$ cat src/inc/bps_defines.svh
// Register map, field positions and counts of the pattern source
`ifndef BPS_DEFINES_SVH
`define BPS_DEFINES_SVH
`define BPS_ADDR_W 5
`define BPS_REG_CTRL 5'h00
`define BPS_REG_TRIG 5'h04
`define BPS_REG_SLEN 5'h08
`define BPS_REG_LLEN 5'h0c
`define BPS_REG_SBYTE 5'h10
`define BPS_REG_SBIT 5'h14
`define BPS_REG_STAT 5'h18
`define BPS_CTRL_TYPE_LSB 0
`define BPS_CTRL_PRBS_LSB 2
`define BPS_CTRL_PAY_LSB 5
`define BPS_CTRL_NEG_BIT 8
`define BPS_CTRL_ERR_BIT 9
`define BPS_CTRL_RST 10'h000
`define BPS_SLEN_MIN 9'h010
`define BPS_SLEN_MAX 9'h100
`define BPS_LBLK_MIN 20'h00002
`define BPS_LBLK_SHIFT 7
`define BPS_SYNC_PERIOD 8'h80
`define BPS_PRBS_CODES 3'h7
`define BPS_PAY_CODES 3'h6
`define BPS_FRAME_BYTES 155520
`define BPS_LONG_BLOCKS 524288
`define BPS_HDR_BYTES 18'h000c0
`define BPS_A1_BYTE 8'hf6
`define BPS_A2_BYTE 8'h28
`endif

$ cat src/inc/bps_pkg.sv
// Types shared by the pattern source modules
package bps_pkg;
	typedef enum logic [1:0] {PAT_PRBS, PAT_SHORT, PAT_LONG, PAT_FRAME} bps_pat_t;
	typedef enum logic [2:0] {PRBS_7, PRBS_9, PRBS_10, PRBS_11, PRBS_15, PRBS_23,
		PRBS_31} bps_prbs_t;
	typedef enum logic [2:0] {TRG_TX16, TRG_TX64, TRG_TXSYNC, TRG_TXERR, TRG_RX16,
		TRG_RX64, TRG_RXSYNC, TRG_RXERR} bps_trig_t;
endpackage

$ cat src/rtl/bps_pattern_source.sv
// Pattern generator data source with trigger output and register slave
//
// Local design decisions: the address map and the Avalon-MM slave port.
`timescale 1ns/100ps
`include "bps_defines.svh"
module bps_pattern_source #(
	parameter int FRAME_BYTES = `BPS_FRAME_BYTES,
	parameter int LONG_BLOCKS = `BPS_LONG_BLOCKS
) (
	input wire logic i_clk,
	input wire logic i_rst_n,
	input wire logic [`BPS_ADDR_W-1:0] i_avs_address,
	input wire logic i_avs_read,
	input wire logic i_avs_write,
	input wire logic [31:0] i_avs_writedata,
	output logic [31:0] o_avs_readdata,
	output logic o_avs_waitrequest,
	input wire logic i_long_option,
	input wire logic i_frame_option,
	output logic [25:0] o_long_addr,
	input wire logic i_long_bit,
	input wire logic i_rx_bit_en,
	input wire logic i_rx_sync,
	input wire logic i_rx_err,
	output logic o_data,
	output logic o_data_n,
	output logic o_trig
);
	// ****************************************
	// Option pins and bus handshake
	// ****************************************
	logic [1:0] lopt_sync_ff;
	logic [1:0] fopt_sync_ff;
	logic ack_ff;
	logic req;
	logic wr_en;
	logic [31:0] rdata_ff;

	always_ff @(posedge i_clk or negedge i_rst_n) begin
		if (!i_rst_n) begin
			lopt_sync_ff <= 2'h0;
			fopt_sync_ff <= 2'h0;
		end else begin
			lopt_sync_ff <= {lopt_sync_ff[0], i_long_option};
			fopt_sync_ff <= {fopt_sync_ff[0], i_frame_option};
		end
	end

	// One wait state per access gives the read mux a full cycle
	assign req = i_avs_read | i_avs_write;
	assign o_avs_waitrequest = req & ~ack_ff;
	assign wr_en = i_avs_write & ack_ff;

	always_ff @(posedge i_clk or negedge i_rst_n) begin
		if (!i_rst_n)
			ack_ff <= 1'b0;
		else
			ack_ff <= req & ~ack_ff;
	end

	// ****************************************
	// Control registers
	// ****************************************
	bps_pkg::bps_pat_t type_ff;
	bps_pkg::bps_prbs_t prbs_len_ff;
	logic [2:0] pay_ff;
	logic neg_ff;
	bps_pkg::bps_trig_t trig_sel_ff;
	logic [8:0] slen_ff;
	logic [19:0] lblk_ff;
	logic [255:0] smem_ff;
	logic err_pend_ff;
	logic restart_ff;
	logic err_take;
	bps_pkg::bps_pat_t wr_type;
	logic [8:0] wr_slen;
	logic [19:0] wr_lblk;

	// An absent option cannot be chosen
	function automatic logic type_ok(input bps_pkg::bps_pat_t t, input logic lo, input logic fo);
		type_ok = !((t == bps_pkg::PAT_LONG && !lo) || (t == bps_pkg::PAT_FRAME && !fo));
	endfunction

	assign wr_type = bps_pkg::bps_pat_t'(i_avs_writedata[`BPS_CTRL_TYPE_LSB +: 2]);
	assign wr_slen = (i_avs_writedata[31:9] != 23'h0) ? `BPS_SLEN_MAX :
		(i_avs_writedata[8:0] < `BPS_SLEN_MIN) ? `BPS_SLEN_MIN :
		(i_avs_writedata[8:0] > `BPS_SLEN_MAX) ? `BPS_SLEN_MAX : i_avs_writedata[8:0];
	assign wr_lblk = (i_avs_writedata[31:27] != 5'h0 ||
		32'(i_avs_writedata[26:`BPS_LBLK_SHIFT]) > LONG_BLOCKS) ? 20'(LONG_BLOCKS) :
		(i_avs_writedata[26:`BPS_LBLK_SHIFT] < `BPS_LBLK_MIN) ? `BPS_LBLK_MIN :
		i_avs_writedata[26:`BPS_LBLK_SHIFT];

	always_ff @(posedge i_clk or negedge i_rst_n) begin
		if (!i_rst_n) begin
			type_ff <= bps_pkg::PAT_PRBS;
			prbs_len_ff <= bps_pkg::PRBS_7;
			pay_ff <= 3'h0;
			neg_ff <= 1'b0;
		end else if (wr_en && i_avs_address == `BPS_REG_CTRL) begin
			// A refused type must not shield a current type whose option has just dropped
			if (type_ok(wr_type, lopt_sync_ff[1], fopt_sync_ff[1]))
				type_ff <= wr_type;
			else if (!type_ok(type_ff, lopt_sync_ff[1], fopt_sync_ff[1]))
				type_ff <= bps_pkg::PAT_PRBS;
			if (i_avs_writedata[`BPS_CTRL_PRBS_LSB +: 3] < `BPS_PRBS_CODES)
				prbs_len_ff <= bps_pkg::bps_prbs_t'(i_avs_writedata[`BPS_CTRL_PRBS_LSB +: 3]);
			if (i_avs_writedata[`BPS_CTRL_PAY_LSB +: 3] < `BPS_PAY_CODES)
				pay_ff <= i_avs_writedata[`BPS_CTRL_PAY_LSB +: 3];
			neg_ff <= i_avs_writedata[`BPS_CTRL_NEG_BIT];
		end else if (!type_ok(type_ff, lopt_sync_ff[1], fopt_sync_ff[1])) begin
			type_ff <= bps_pkg::PAT_PRBS;
		end
	end

	// Single shared trigger choice serves both generator and checker
	always_ff @(posedge i_clk or negedge i_rst_n) begin
		if (!i_rst_n)
			trig_sel_ff <= bps_pkg::TRG_TX16;
		else if (wr_en && i_avs_address == `BPS_REG_TRIG)
			trig_sel_ff <= bps_pkg::bps_trig_t'(i_avs_writedata[2:0]);
	end

	always_ff @(posedge i_clk or negedge i_rst_n) begin
		if (!i_rst_n) begin
			slen_ff <= `BPS_SLEN_MIN;
			lblk_ff <= `BPS_LBLK_MIN;
		end else if (wr_en && i_avs_address == `BPS_REG_SLEN) begin
			slen_ff <= wr_slen;
		end else if (wr_en && i_avs_address == `BPS_REG_LLEN) begin
			lblk_ff <= wr_lblk;
		end
	end

	// Index 0 is sent first; a byte is sent most significant bit first
	always_ff @(posedge i_clk or negedge i_rst_n) begin
		if (!i_rst_n) begin
			smem_ff <= 256'h0;
		end else if (wr_en && i_avs_address == `BPS_REG_SBYTE) begin
			for (int j = 0; j < 8; j++)
				smem_ff[{i_avs_writedata[12:8], 3'(j)}] <= i_avs_writedata[7 - j];
		end else if (wr_en && i_avs_address == `BPS_REG_SBIT) begin
			smem_ff[i_avs_writedata[15:8]] <= i_avs_writedata[0];
		end
	end

	// A write that requests an error wins over the bit that consumes one
	always_ff @(posedge i_clk or negedge i_rst_n) begin
		if (!i_rst_n)
			err_pend_ff <= 1'b0;
		else if (wr_en && i_avs_address == `BPS_REG_CTRL && i_avs_writedata[`BPS_CTRL_ERR_BIT])
			err_pend_ff <= 1'b1;
		else if (err_take)
			err_pend_ff <= 1'b0;
	end

	// Any control or length write restarts the pattern counters and sync; the random register runs on unless its length changes
	always_ff @(posedge i_clk or negedge i_rst_n) begin
		if (!i_rst_n)
			restart_ff <= 1'b1;
		else
			restart_ff <= wr_en && (i_avs_address == `BPS_REG_CTRL ||
				i_avs_address == `BPS_REG_SLEN || i_avs_address == `BPS_REG_LLEN);
	end

	// ****************************************
	// Read-back
	// ****************************************
	always_ff @(posedge i_clk or negedge i_rst_n) begin
		if (!i_rst_n) begin
			rdata_ff <= 32'h0;
		end else if (i_avs_read && !ack_ff) begin
			if (i_avs_address == `BPS_REG_CTRL)
				rdata_ff <= {23'h0, neg_ff, pay_ff, prbs_len_ff, type_ff};
			else if (i_avs_address == `BPS_REG_TRIG)
				rdata_ff <= {29'h0, trig_sel_ff};
			else if (i_avs_address == `BPS_REG_SLEN)
				rdata_ff <= {23'h0, slen_ff};
			else if (i_avs_address == `BPS_REG_LLEN)
				rdata_ff <= {5'h0, lblk_ff, 7'h0};
			else if (i_avs_address == `BPS_REG_STAT)
				rdata_ff <= {28'h0, err_pend_ff, fopt_sync_ff[1], lopt_sync_ff[1], o_data};
			else
				rdata_ff <= 32'h0;
		end
	end
	assign o_avs_readdata = rdata_ff;

	// ****************************************
	// Pattern sequencing
	// ****************************************
	logic [7:0] sidx_ff;
	logic [25:0] laddr_ff;
	logic [17:0] fbyte_ff;
	logic [2:0] fbit_ff;
	logic [6:0] psync_ff;
	logic prbs_bit;
	logic prbs_en;
	logic in_payload;
	logic [7:0] hdr_byte;
	bps_pkg::bps_prbs_t prbs_sel;
	logic pat_bit;
	logic tx_sync;
	logic data_ff;
	logic sync_ff;
	logic err_ff;
	logic long_ff;
	logic [25:0] lend;

	assign lend = 26'({6'h0, lblk_ff} << `BPS_LBLK_SHIFT) - 26'h1;
	assign in_payload = fbyte_ff >= 18'(2 * `BPS_HDR_BYTES);
	assign hdr_byte = (fbyte_ff < `BPS_HDR_BYTES) ? `BPS_A1_BYTE : `BPS_A2_BYTE;
	// Length setting of the random source belongs to whichever mode owns it
	assign prbs_sel = (type_ff == bps_pkg::PAT_FRAME) ?
		bps_pkg::bps_prbs_t'(pay_ff + 3'h1) : prbs_len_ff;
	assign prbs_en = (type_ff == bps_pkg::PAT_PRBS) ||
		(type_ff == bps_pkg::PAT_FRAME && in_payload);

	bps_prbs u_prbs (
		.i_clk(i_clk),
		.i_rst_n(i_rst_n),
		.i_en(prbs_en),
		.i_sel(prbs_sel),
		.o_bit(prbs_bit)
	);

	// Short pattern pointer wraps after the last programmed bit
	always_ff @(posedge i_clk or negedge i_rst_n) begin
		if (!i_rst_n)
			sidx_ff <= 8'h00;
		else if (restart_ff || type_ff != bps_pkg::PAT_SHORT || {1'b0, sidx_ff} >= slen_ff - 9'h1)
			sidx_ff <= 8'h00;
		else
			sidx_ff <= sidx_ff + 8'h01;
	end

	// Long memory address; its bit returns one cycle later
	always_ff @(posedge i_clk or negedge i_rst_n) begin
		if (!i_rst_n)
			laddr_ff <= 26'h0;
		else if (restart_ff || type_ff != bps_pkg::PAT_LONG || laddr_ff >= lend)
			laddr_ff <= 26'h0;
		else
			laddr_ff <= laddr_ff + 26'h1;
	end
	assign o_long_addr = laddr_ff;

	always_ff @(posedge i_clk or negedge i_rst_n) begin
		if (!i_rst_n) begin
			fbyte_ff <= 18'h0;
			fbit_ff <= 3'h0;
		end else if (restart_ff || type_ff != bps_pkg::PAT_FRAME) begin
			fbyte_ff <= 18'h0;
			fbit_ff <= 3'h0;
		end else begin
			fbit_ff <= fbit_ff + 3'h1;
			if (fbit_ff == 3'h7)
				fbyte_ff <= (32'(fbyte_ff) == FRAME_BYTES - 1) ? 18'h0 : fbyte_ff + 18'h1;
		end
	end

	always_ff @(posedge i_clk or negedge i_rst_n) begin
		if (!i_rst_n)
			psync_ff <= 7'h00;
		else if (restart_ff || type_ff != bps_pkg::PAT_PRBS)
			psync_ff <= 7'h00;
		else
			psync_ff <= psync_ff + 7'h01;
	end

	// Long pattern register stage lines up with the memory latency
	always_ff @(posedge i_clk or negedge i_rst_n) begin
		if (!i_rst_n)
			long_ff <= 1'b0;
		else
			long_ff <= (type_ff == bps_pkg::PAT_LONG) && laddr_ff == 26'h0;
	end

	always_comb begin
		case (type_ff)
			bps_pkg::PAT_PRBS: begin
				pat_bit = prbs_bit;
				tx_sync = psync_ff == 7'h00;
			end
			bps_pkg::PAT_SHORT: begin
				pat_bit = smem_ff[sidx_ff];
				tx_sync = sidx_ff == 8'h00;
			end
			bps_pkg::PAT_LONG: begin
				pat_bit = i_long_bit;
				tx_sync = long_ff;
			end
			default: begin
				pat_bit = in_payload ? prbs_bit : hdr_byte[3'h7 - fbit_ff];
				tx_sync = fbyte_ff == 18'h0 && fbit_ff == 3'h0;
			end
		endcase
	end

	assign err_take = err_pend_ff;

	always_ff @(posedge i_clk or negedge i_rst_n) begin
		if (!i_rst_n) begin
			data_ff <= 1'b0;
			sync_ff <= 1'b0;
			err_ff <= 1'b0;
		end else begin
			data_ff <= pat_bit ^ err_take ^ neg_ff;
			sync_ff <= tx_sync;
			err_ff <= err_take;
		end
	end
	assign o_data = data_ff;
	assign o_data_n = ~data_ff;

	bps_trigger u_trig (
		.i_clk(i_clk),
		.i_rst_n(i_rst_n),
		.i_sel(trig_sel_ff),
		.i_tx_sync(sync_ff),
		.i_tx_err(err_ff),
		.i_rx_bit_en(i_rx_bit_en),
		.i_rx_sync(i_rx_sync),
		.i_rx_err(i_rx_err),
		.o_trig(o_trig)
	);

	// ****************************************
	// Checks
	// ****************************************
	logic [7:0] gap_ff;
	logic rst_d_ff;
	logic prbs_d_ff;

	// Zero means no reference yet: a fresh sequence's first sync shows two cycles after restart
	always_ff @(posedge i_clk or negedge i_rst_n) begin
		if (!i_rst_n) begin
			gap_ff <= 8'h00;
			rst_d_ff <= 1'b0;
			prbs_d_ff <= 1'b0;
		end else begin
			rst_d_ff <= restart_ff;
			prbs_d_ff <= type_ff == bps_pkg::PAT_PRBS;
			if (restart_ff || rst_d_ff || !prbs_d_ff || type_ff != bps_pkg::PAT_PRBS)
				gap_ff <= 8'h00;
			else if (sync_ff)
				gap_ff <= 8'h01;
			else if (gap_ff != 8'h00)
				gap_ff <= gap_ff + 8'h01;
		end
	end

	chk_sync_period: assert property (@(posedge i_clk) disable iff (!i_rst_n)
		(sync_ff && type_ff == bps_pkg::PAT_PRBS && gap_ff != 8'h00) |->
		gap_ff == `BPS_SYNC_PERIOD)
		else $error("random sync spacing is not 128 bits");
	chk_long_option: assert property (@(posedge i_clk) disable iff (!i_rst_n)
		(type_ff == bps_pkg::PAT_LONG) |-> $past(lopt_sync_ff[1]))
		else $error("long type active without option");
	chk_frame_option: assert property (@(posedge i_clk) disable iff (!i_rst_n)
		(type_ff == bps_pkg::PAT_FRAME) |-> $past(fopt_sync_ff[1]))
		else $error("frame type active without option");
	chk_short_bound: assert property (@(posedge i_clk) disable iff (!i_rst_n)
		!restart_ff |-> {1'b0, sidx_ff} < slen_ff && slen_ff >= `BPS_SLEN_MIN &&
		slen_ff <= `BPS_SLEN_MAX)
		else $error("short pattern index or length out of range");
	chk_err_pulse: assert property (@(posedge i_clk) disable iff (!i_rst_n)
		err_pend_ff && !(wr_en && i_avs_writedata[`BPS_CTRL_ERR_BIT]) |=> err_ff && !err_pend_ff)
		else $error("inserted error not flagged");
	chk_polarity: assert property (@(posedge i_clk) disable iff (!i_rst_n)
		(!err_take && !restart_ff) |=> o_data == ($past(pat_bit) ^ $past(neg_ff)))
		else $error("output polarity wrong");
	chk_bus_wait: assert property (@(posedge i_clk) disable iff (!i_rst_n)
		$rose(req) |-> o_avs_waitrequest ##1 !o_avs_waitrequest)
		else $error("bus access did not finish in one wait state");
	chk_frame_wrap: assert property (@(posedge i_clk) disable iff (!i_rst_n)
		32'(fbyte_ff) < FRAME_BYTES) else $error("frame byte count overran");
endmodule

$ cat src/rtl/bps_prbs.sv
// Selectable-length maximal LFSR, one bit per enabled cycle
`timescale 1ns/100ps
module bps_prbs (
	input wire logic i_clk,
	input wire logic i_rst_n,
	input wire logic i_en,
	input wire bps_pkg::bps_prbs_t i_sel,
	output logic o_bit
);
	logic [30:0] state_ff;
	bps_pkg::bps_prbs_t sel_ff;
	logic fb;

	// Feedback taps of the usual polynomials x^n + x^t + 1
	function automatic logic feedback(input logic [30:0] s, input bps_pkg::bps_prbs_t sel);
		case (sel)
			bps_pkg::PRBS_7: feedback = s[6] ^ s[5];
			bps_pkg::PRBS_9: feedback = s[8] ^ s[4];
			bps_pkg::PRBS_10: feedback = s[9] ^ s[6];
			bps_pkg::PRBS_11: feedback = s[10] ^ s[8];
			bps_pkg::PRBS_15: feedback = s[14] ^ s[13];
			bps_pkg::PRBS_23: feedback = s[22] ^ s[17];
			default: feedback = s[30] ^ s[27];
		endcase
	endfunction

	assign fb = feedback(state_ff, i_sel);
	assign o_bit = fb;

	// A length change reseeds with all ones so the register never locks at zero
	always_ff @(posedge i_clk or negedge i_rst_n) begin
		if (!i_rst_n) begin
			state_ff <= 31'h7fffffff;
			sel_ff <= bps_pkg::PRBS_7;
		end else if (sel_ff != i_sel) begin
			state_ff <= 31'h7fffffff;
			sel_ff <= i_sel;
		end else if (i_en) begin
			state_ff <= {state_ff[29:0], fb};
		end
	end

	// Longer sequences hold runs of up to 30 zeros, so only the whole register may be tested
	chk_prbs_alive: assert property (@(posedge i_clk) disable iff (!i_rst_n)
		state_ff != 31'h0) else $error("lfsr state collapsed to zero");
endmodule

$ cat src/rtl/bps_trigger.sv
// Trigger output selector for transmit and receive events
`timescale 1ns/100ps
module bps_trigger (
	input wire logic i_clk,
	input wire logic i_rst_n,
	input wire bps_pkg::bps_trig_t i_sel,
	input wire logic i_tx_sync,
	input wire logic i_tx_err,
	input wire logic i_rx_bit_en,
	input wire logic i_rx_sync,
	input wire logic i_rx_err,
	output logic o_trig
);
	logic [5:0] tx_cnt_ff;
	logic [5:0] rx_cnt_ff;
	logic trig_ff;
	logic nxt_trig;

	always_ff @(posedge i_clk or negedge i_rst_n) begin
		if (!i_rst_n)
			tx_cnt_ff <= 6'h00;
		else
			tx_cnt_ff <= tx_cnt_ff + 6'h01;
	end

	// Receive divider counts checker clock enables, so it follows the recovered rate
	always_ff @(posedge i_clk or negedge i_rst_n) begin
		if (!i_rst_n)
			rx_cnt_ff <= 6'h00;
		else if (i_rx_bit_en)
			rx_cnt_ff <= rx_cnt_ff + 6'h01;
	end

	always_comb begin
		case (i_sel)
			bps_pkg::TRG_TX16: nxt_trig = tx_cnt_ff[3];
			bps_pkg::TRG_TX64: nxt_trig = tx_cnt_ff[5];
			bps_pkg::TRG_TXSYNC: nxt_trig = i_tx_sync;
			bps_pkg::TRG_TXERR: nxt_trig = i_tx_err;
			bps_pkg::TRG_RX16: nxt_trig = rx_cnt_ff[3];
			bps_pkg::TRG_RX64: nxt_trig = rx_cnt_ff[5];
			bps_pkg::TRG_RXSYNC: nxt_trig = i_rx_sync;
			default: nxt_trig = i_rx_err;
		endcase
	end

	always_ff @(posedge i_clk or negedge i_rst_n) begin
		if (!i_rst_n)
			trig_ff <= 1'b0;
		else
			trig_ff <= nxt_trig;
	end
	assign o_trig = trig_ff;

	chk_trig_rx_err: assert property (@(posedge i_clk) disable iff (!i_rst_n)
		(i_sel == bps_pkg::TRG_RXERR && i_rx_err) |=> o_trig)
		else $error("receive error not passed to trigger");
	// Three cycles of the same choice make sure the rise is the divider's own
	chk_trig_tx16: assert property (@(posedge i_clk) disable iff (!i_rst_n)
		(i_sel == bps_pkg::TRG_TX16)[*3] ##0 $rose(o_trig) |=>
		(o_trig || i_sel != bps_pkg::TRG_TX16)[*7] ##1
		(!o_trig || i_sel != bps_pkg::TRG_TX16))
		else $error("divide by 16 trigger period wrong");
endmodule

$ cat config.mk
export PLATFORM = sky130hd
export DESIGN_NAME = bps_pattern_source
export DESIGN_NICKNAME = d
export VERILOG_FILES = /design/src/inc/bps_pkg.sv /design/src/rtl/bps_pattern_source.sv /design/src/rtl/bps_prbs.sv /design/src/rtl/bps_trigger.sv
export VERILOG_INCLUDE_DIRS = /design/src /design/src/inc
export SDC_FILE = /design/constraint.sdc
export NUM_CORES = 1
export LEC_CHECK = 0
export ABC_AREA = 1
export BUFFER_PORTS_ARGS = -buffer_cell sky130_fd_sc_hd__buf_2
export CORE_UTILIZATION = 47
export CTS_CLUSTER_SIZE = 28
export DETAILED_ROUTE_END_ITERATION = 10
export HOLD_SLACK_MARGIN = 0.05
export PLACE_DENSITY = 0.63
export SYNTH_ARGS = -nofsm -noshare
export SYNTH_HDL_FRONTEND = slang
export SYNTH_SLANG_ARGS = --single-unit
$ cat constraint.sdc
create_clock -name i_clk -period 3.31 [get_ports i_clk]
set_clock_uncertainty 0.1 [all_clocks]
set_input_delay 0.331 -clock i_clk [delete_from_list [all_inputs] [get_ports i_clk]]
set_output_delay 0.331 -clock i_clk [all_outputs]
set_load 0.02 [all_outputs]
==> results of run 1 <==
==> synth_stat cells (8+ instances only) <==
cell type,n,share of area [%]
a22oi_1,91,2.5
o21a_1,9,0.25
a221oi_1,38,1.2
buf_2,57,1.1
nor2_4,11,0.46
buf_1,21,0.29
inv_1,325,4.5
xor2_1,43,1.4
o21ai_0,191,3.5
dfrtp_1,410,38
nand2_1,722,10
inv_2,17,0.24
nand3_1,199,3.7
clkbuf_1,101,1.4
ha_1,45,2.1
xnor2_1,13,0.42
o22ai_1,43,1.0
a21oi_1,288,5.4
o31ai_1,8,0.22
nor3b_1,8,0.22
nor2_2,18,0.42
nor4_1,18,0.42
nand4_1,26,0.60
nor3_1,34,0.63
nor2_1,782,11
o21ai_1,18,0.33
o211ai_1,11,0.31
dfstp_2,34,3.3
a31oi_1,97,2.3
mux2i_1,12,0.45
==> worst paths after layout <==
check,depth (start not counted),slack [ns],endpoint,startpoint
worst max-delay path,15,0.12,o_long_addr[15]$_DFF_PN0_,lblk_ff[2]$_DFFE_PN0P_
worst min-delay path,4,0.10,trig_sel_ff[0]$_DFFE_PN0P_,i_avs_address[1]
worst max register to register,15,0.12,o_long_addr[15]$_DFF_PN0_,lblk_ff[2]$_DFFE_PN0P_
worst min register to register,0,0.25,lopt_sync_ff[1]$_DFF_PN0_,lopt_sync_ff[0]$_DFF_PN0_
max in group asynchronous,3,1.94,smem_ff[35]$_DFFE_PN0P_,i_rst_n
min in group asynchronous,2,0.18,o_long_addr[2]$_DFF_PN0_,i_rst_n
==> layout make-up <==
class | instances | area (um^2) | area share [%]
inverters | 350 | 1320 | 4.23
well taps | 756 | 946 | 3.03
repair buffers | 268 | 2120 | 6.79
diodes | 1 | 2.50 | 0.00802
flip-flops and latches | 444 | 11200 | 35.8
multi-input cells | 2790 | 13900 | 44.5
clock buffers | 81 | 1580 | 5.05
clock inverters | 15 | 183 | 0.586
==> logic make-up (layout without fill, tap and decap cells) <==
logic type,Yosys count,after routing,synth area share [%]
buf+inv,535,714,7.81
other cells,1,6,0.0139
simple gates,1836,1836,28.0
compound gates,830,830,18.2
flops,444,444,41.4
fa+ha+maj,45,45,2.09
mux,18,18,0.697
xor+xnor,56,56,1.82
==> worst max-delay path: cells and delay by family, from the launching register on <==
kind | cells | cell delay [ns]
XOR/XNOR | 1 | 0.11
AND/OR/NAND/NOR | 6 | 0.97
adder cells (fa/ha/maj) | 1 | 0.19
AO/OA/AOI/OAI | 4 | 0.83
flip-flops | 1 | 0.40
buffers and inverters | 3 | 0.48
==> report_power, final <==
group | switching [mW] | internal, mW
combinational | 1.65 | 0.839
clock | 2.43 | 3.57
sequential | 0.330 | 5.96
total | 4.41 | 10.4
==> registers in the layout, summed over array words and instances (netlist names), 6 cells and up <==
name,cells
u_trig.rx_cnt_ff,6
fbyte_ff,18
u_trig.tx_cnt_ff,6
psync_ff,7
o_avs_readdata,27
sidx_ff,8
smem_ff,256
lblk_ff,20
o_long_addr,26
slen_ff,9
u_prbs.state_ff,31
==> what timing repair did <==
action | 4_1_cts | 5_1_grt
setup buffers | 2 | 1
hold endpoints to repair | 128 | 0
endpoints found under the setup margin | 9 | 26
cloned | 2 | 0
pin swaps | 7 | 4
resized for setup | 18 | 8
hold buffers | 35 | 0
==> per-layer routing <==
metal	track usage [%]	routed length (um)
met1	45.4	40700
met2	51.9	43400
met3	6.04	9100
met4	14.8	4630
met5	0	13
==> summary.md, run 1 <==
| Metric | Value |
|---|---|
| Status | `complete, no violations` |
| Final ANT Viol Nets | `0` |
| Power per standard cell area | `474 nW/um^2` |
| Routed vias | `27418` |
| Die extent in y | `241 um` |
| EDFF count, synth | `0` |
| Fin crit period | `3.19 ns` |
| CTS buffer count | `52` |
| Crit-path max cell delay | `0.42 ns` |
| CP required | `3.74 ns` |
| Critical path peak fanout | `8` |
| Routability cong. | `0.949` |
| Worst-Skew Late Latency | `0.62 ns` |
| Setup TNS | `0 ns` |
| Synth warnings | `0` |
| Number of global-route vias before repair | `25174` |
| Fin. Hold Viols | `0` |
| Most common cell after layout, fill and taps aside | `nor2_1` |
| DRT iter0 DRCs | `2987` |
| Yosys reg bits | `444` |
| HP Class | `input port to flip-flop` |
| Maximum vdd drop | `0.000516 V` |
| Worst setup slack before clock tree synthesis | `-0.0472 ns` |
| Leakage power | `13.9 nW` |
| CP dominant cell by count | `buf_4` |
| Mean Syn Cell Area | `7.15 um^2` |
| Post-DP HPWL | `62100 um` |
| Critical path class | `flip-flop to flip-flop` |
| Vias per inst | `5.83` |
| Final setup viols | `0` |
| Die ar. | `58300 um^2` |
| Crit share post-route | `96.3%` |
| Ports | `109` |
| Critical path's slowest cell | `a2111oi_2` |
| Cells after synthesis | `3765` |
| Initial Utilization | `47.7%` |
| WHS | `0.102 ns` |
| # fillers | `5401` |
| Overflow after GRT | `0` |
| Post-Syn Area | `26900 um^2` |
| Area delta synth->final | `15.8%` |
| Clk root buf | `clkbuf_16` |
| Worst EP arrival | `3.62 ns` |
| CTS tree | `yes` |
| Largest net degree at the start of global routing | `187` |
| Placed Area | `28900 um^2` |
| H-tree levels | `2` |
| Fin util | `55.2%` |
| Die width | `241 um` |
| Wire per inst | `20.8 um` |
| Cell area after layout | `31200 um^2` |
| CTS Sinks | `444` |
| Drt drc | `0` |
| Main synth FF type | `dfrtp_1` |
| CP Launch Type | `flip-flop` |
| Share of layout cells above drive strength 1 | `11.4%` |
| Global-route usage over all layers | `33.4%` |
| CP Capture Type | `flip-flop` |
| Cell Chain, Critical Path | `nor2_1 -> nand3_1 -> nor4_2 -> nand2_1 -> buf_4 -> nor3_1 -> xor2_1 -> ha_1 -> a21oi_1 -> o21ai_0 -> a2111oi_2 -> nand4_1 -> buf_4 -> buf_6 -> a211oi_1` |
| Commonest cells after routing, fill and taps aside | `773 x nor2_1, 722 x nand2_1, 408 x dfrtp_1` |
| Wirelength, routed | `97900 um` |
| First-pass GRT wire length | `149000 um` |
| Max-cap violations | `0` |
| Port bufs | `103` |
| Initial antenna violation count | `2` |
| F_max | `314 MHz` |
| Final #Nets | `3998` |
| Measured slew at the worst slew-check pin | `1.04 ns` |
| Clock tree buffer depth | `3` |
| Non-filler cells in the finished layout | `4705` |
| Fin. max-slew vios | `0` |
| Fraction of registers with async set/reset | `100%` |
| Worst Setup Slack, final | `0.122 ns` |
| Core footprint | `56500 um^2` |
| Row count | `87` |
| Post-synth cell types | `58` |
| Clk pin slew, worst setup/hold paths | `0.06 ns` |
| Slew Limit Headroom | `30.9%` |
| Cells after DPL | `4568` |
| Total power | `14.8 mW` |
| Drt pass-1 iters | `7` |
| Post-synthesis sequential area ratio | `41.4%` |
No activity file was read; power rests on OpenSTA's default activity.
==> inputs of run 2 (changes only) <==
--- a/config.mk
+++ b/config.mk
@@ -8,6 +8,7 @@
 export LEC_CHECK = 0
 export ABC_AREA = 1
 export BUFFER_PORTS_ARGS = -buffer_cell sky130_fd_sc_hd__buf_2
+export CORE_ASPECT_RATIO = 0.7
 export CORE_UTILIZATION = 47
 export CTS_CLUSTER_SIZE = 28
 export DETAILED_ROUTE_END_ITERATION = 10
==> run 2 against run 1 <==
First-iteration DRC count rose by 26%; final area rose by 0.57%; largest power group unchanged; clock-buffer cell count fell by 15; sequential power barely moved; highest routed layer unchanged; largest cell class unchanged.
==> summary.md, run 2 (synthesis gave the netlist of run 1 again) <==
| Metric | Value |
|---|---|
| Status | `complete, no violations` |
| Final ANT Viol Nets | `0 (unchanged)` |
| Antenna cells | `0 (-1)` |
| Initial Utilization | `47.5% (-0.19 points)` |
| Routed vias | `27651 (+0.85%)` |
| Measured slew at the worst slew-check pin | `1.23 ns (+0.193 ns)` |
| Clk pin slew, worst setup/hold paths | `0.07 ns (about the same)` |
| Drt drc | `0 (unchanged)` |
| Max-cap violations | `0 (unchanged)` |
| Critical path's slowest cell | `dfrtp_1` |
| Worst-Skew Late Latency | `0.60 ns (-0.02 ns)` |
| Total power | `14.5 mW (-2.1%)` |
| CP delay by family, top | `simple AND/OR/NAND/NOR gates` |
| Routability cong. | `0.939 (-1.1%)` |
| Initial antenna violation count | `0 (-2)` |
| CTS Sinks | `444 (unchanged)` |
| Maximum vdd drop | `0.000340 V (-34%)` |
| Die width | `288 um (+19%)` |
| Number of global-route vias before repair | `25549 (+1.5%)` |
| First-pass GRT wire length | `154000 um (+3.4%)` |
| Leakage power | `13.9 nW (+0.43%)` |
| Wire per inst | `21.4 um (+2.7%)` |
| Die ar. | `58300 um^2 (about the same)` |
| Power per standard cell area | `461 nW/um^2 (-2.7%)` |
| F_max | `304 MHz (-3.1%)` |
| Cell area after layout | `31400 um^2 (+0.57%)` |
| Most common cell after layout, fill and taps aside | `nor2_1` |
| CP Launch Type | `flip-flop` |
| CTS buffer count | `47 (-9.6%)` |
| Vias per inst | `5.86 (+0.64%)` |
| Fin. max-slew vios | `0 (unchanged)` |
| Reg2Reg Setup Slack | `0.02 ns (-0.10 ns)` |
| R2R cell count | `16 (+1)` |
| Worst EP arrival | `3.71 ns (+0.09 ns)` |
| Critical path peak fanout | `7 (-1)` |
| Clock tree buffer depth | `3 (unchanged)` |
| Clk root buf | `clkbuf_16` |
| DRT iter0 DRCs | `3759 (+26%)` |
| Share of layout cells above drive strength 1 | `12.4% (+1.1 points)` |
| Row count | `73 (-16%)` |
| Commonest cells after routing, fill and taps aside | `761 x nor2_1, 722 x nand2_1, 408 x dfrtp_1` |
| Fin crit period | `3.29 ns (+0.102 ns)` |
| Core footprint | `56700 um^2 (+0.40%)` |
| Top reg by flops | `smem_ff` |
| Slew Limit Headroom | `18.0% (-13 points)` |
| CP required | `3.73 ns (about the same)` |
| # fillers | `5366 (-0.65%)` |
| Fin. Hold Viols | `0 (unchanged)` |
| Crit-path max cell delay | `0.39 ns (-0.03 ns)` |
| Area delta synth->final | `16.4%` |
| Crit share post-route | `99.4% (+3.1 points)` |
| CTS tree | `yes` |
| CP Capture Type | `flip-flop` |
| Largest net degree at the start of global routing | `171 (-8.6%)` |
| Worst setup slack before clock tree synthesis | `0.0183 ns (+0.0655 ns)` |
| Port bufs | `103 (unchanged)` |
| Post-DP HPWL | `64300 um (+3.6%)` |
| Die extent in y | `202 um (-16%)` |
| H-tree levels | `2 (unchanged)` |
| Final #Nets | `4018 (+0.50%)` |
| Cell Chain, Critical Path | `inv_2 -> ha_4 -> nand3_4 -> nor4_4 -> nand3_2 -> nor4_4 -> buf_4 -> a21oi_2 -> ha_1 -> nand4_1 -> inv_2 -> a2111oi_4 -> nand4_1 -> buf_6 -> clkbuf_16 -> nor2_4` |
| Critical path class | `flip-flop to flip-flop` |
| Max reg flops | `256 (unchanged)` |
| CP Depth | `16 (+1)` |
| Hold Path Cell Cnt | `7 (+3)` |
| Crit path buf inv count | `5 (+2)` |
| Wirelength, routed | `101000 um (+2.9%)` |
| Overflow after GRT | `0 (unchanged)` |
| Placed Area | `29200 um^2 (+0.83%)` |
| Global-route usage over all layers | `34.5% (+1.1 points)` |
| Ports | `109 (unchanged)` |
| Worst Setup Slack, final | `0.0196 ns (-0.102 ns)` |
| RSZ-0062 raised after global routing | `true` |
| Final setup viols | `0 (unchanged)` |
| Drt pass-1 iters | `7 (unchanged)` |
| HP Class | `input port to flip-flop` |
## run 2: changes by cell type in the layout (fill, tap and decap cells not counted), moves of 3 or more
cell / previous run / this run
clkbuf_1: 17 / 12
clkbuf_16: 56 / 48
buf_12: 20 / 24
nor2_1: 773 / 761
buf_4: 106 / 129
nor2_4: 18 / 27
clkinv_2: 10 / 13
nor2_2: 20 / 23
## run 2: cell type report
class,count,area [um^2],share of cell area [%]
multi-input combinational,2790,14000,44.7
sequential,444,11200,35.6
timing repair buffer,293,2370,7.55
inverter,350,1320,4.21
clock buffer,66,1320,4.20
tap,750,938,2.99
clock inverter,22,251,0.802
## run 2: path summary, 6_finish.rpt
check                                          start                   endpoint
setup / recovery              lblk_ff[0]$_DFFE_PN0P_  o_long_addr[19]$_DFF_PN0_
hold / removal                            i_long_bit           o_data$_DFF_PN0_
setup reg to reg              lblk_ff[0]$_DFFE_PN0P_  o_long_addr[19]$_DFF_PN0_
hold reg to reg            fopt_sync_ff[0]$_DFF_PN0_  fopt_sync_ff[1]$_DFF_PN0_
max in group asynchronous                    i_rst_n   smem_ff[193]$_DFFE_PN0P_
min in group asynchronous                    i_rst_n   fbyte_ff[12]$_DFFE_PN0P_
## run 2: stage by stage
| stage | TNS, ns | instances | hold WS, ns | utilization [%] |
|---|---|---|---|---|
| 2_1_floorplan | 0 | 3769 | -0.0646 | - |
| 3_3_place_gp | 0 | 4590 | 0.226 | 51.4 |
| 3_5_place_dp | 0 | 4590 | 0.233 | 51.4 |
| 4_1_cts | 0 | 4711 | 0.0705 | 54.8 |
| 5_1_grt | -2.95 | 4715 | 0.131 | 55.3 |
| 6_report | 0 | 4715 | 0.0899 | 55.3 |
## run 2: repair_timing
item / in CTS / in global routing
hold buffers: 33 / 0
pin swaps: 0 / 15
resized for setup: 1 / 56
endpoints found under the hold margin: 127 / 0
setup endpoints to repair: 2 / 26
setup buffers: 0 / 3
gates cloned: 0 / 2
## run 2: where the power goes
group | switching [mW] | internal, mW
Clock | 2.40 | 3.18
Combinational | 1.69 | 0.869
Sequential | 0.364 | 5.96
Total | 4.46 | 10.0
## run 2: metal layers
metal	track usage, %	wire (um)	up-vias
li1	-	-	12850
met5	0.917	69	-
met3	11.0	13400	260
met4	11.6	3560	2
met1	50.3	43600	12888
met2	47.4	40000	1651
## run 2: worst register-to-register path, stage by stage (launching register included)
cell and delay [ns]:
dfrtp_1 0.39, inv_2 0.08, ha_4 0.14, nand3_4 0.09, nor4_4 0.28, nand3_2 0.18
nor4_4 0.25, buf_4 0.15, a21oi_2 0.03, ha_1 0.33, nand4_1 0.17, inv_2 0.07
a2111oi_4 0.28, nand4_1 0.23, buf_6 0.20, clkbuf_16 0.17, nor2_4 0.08
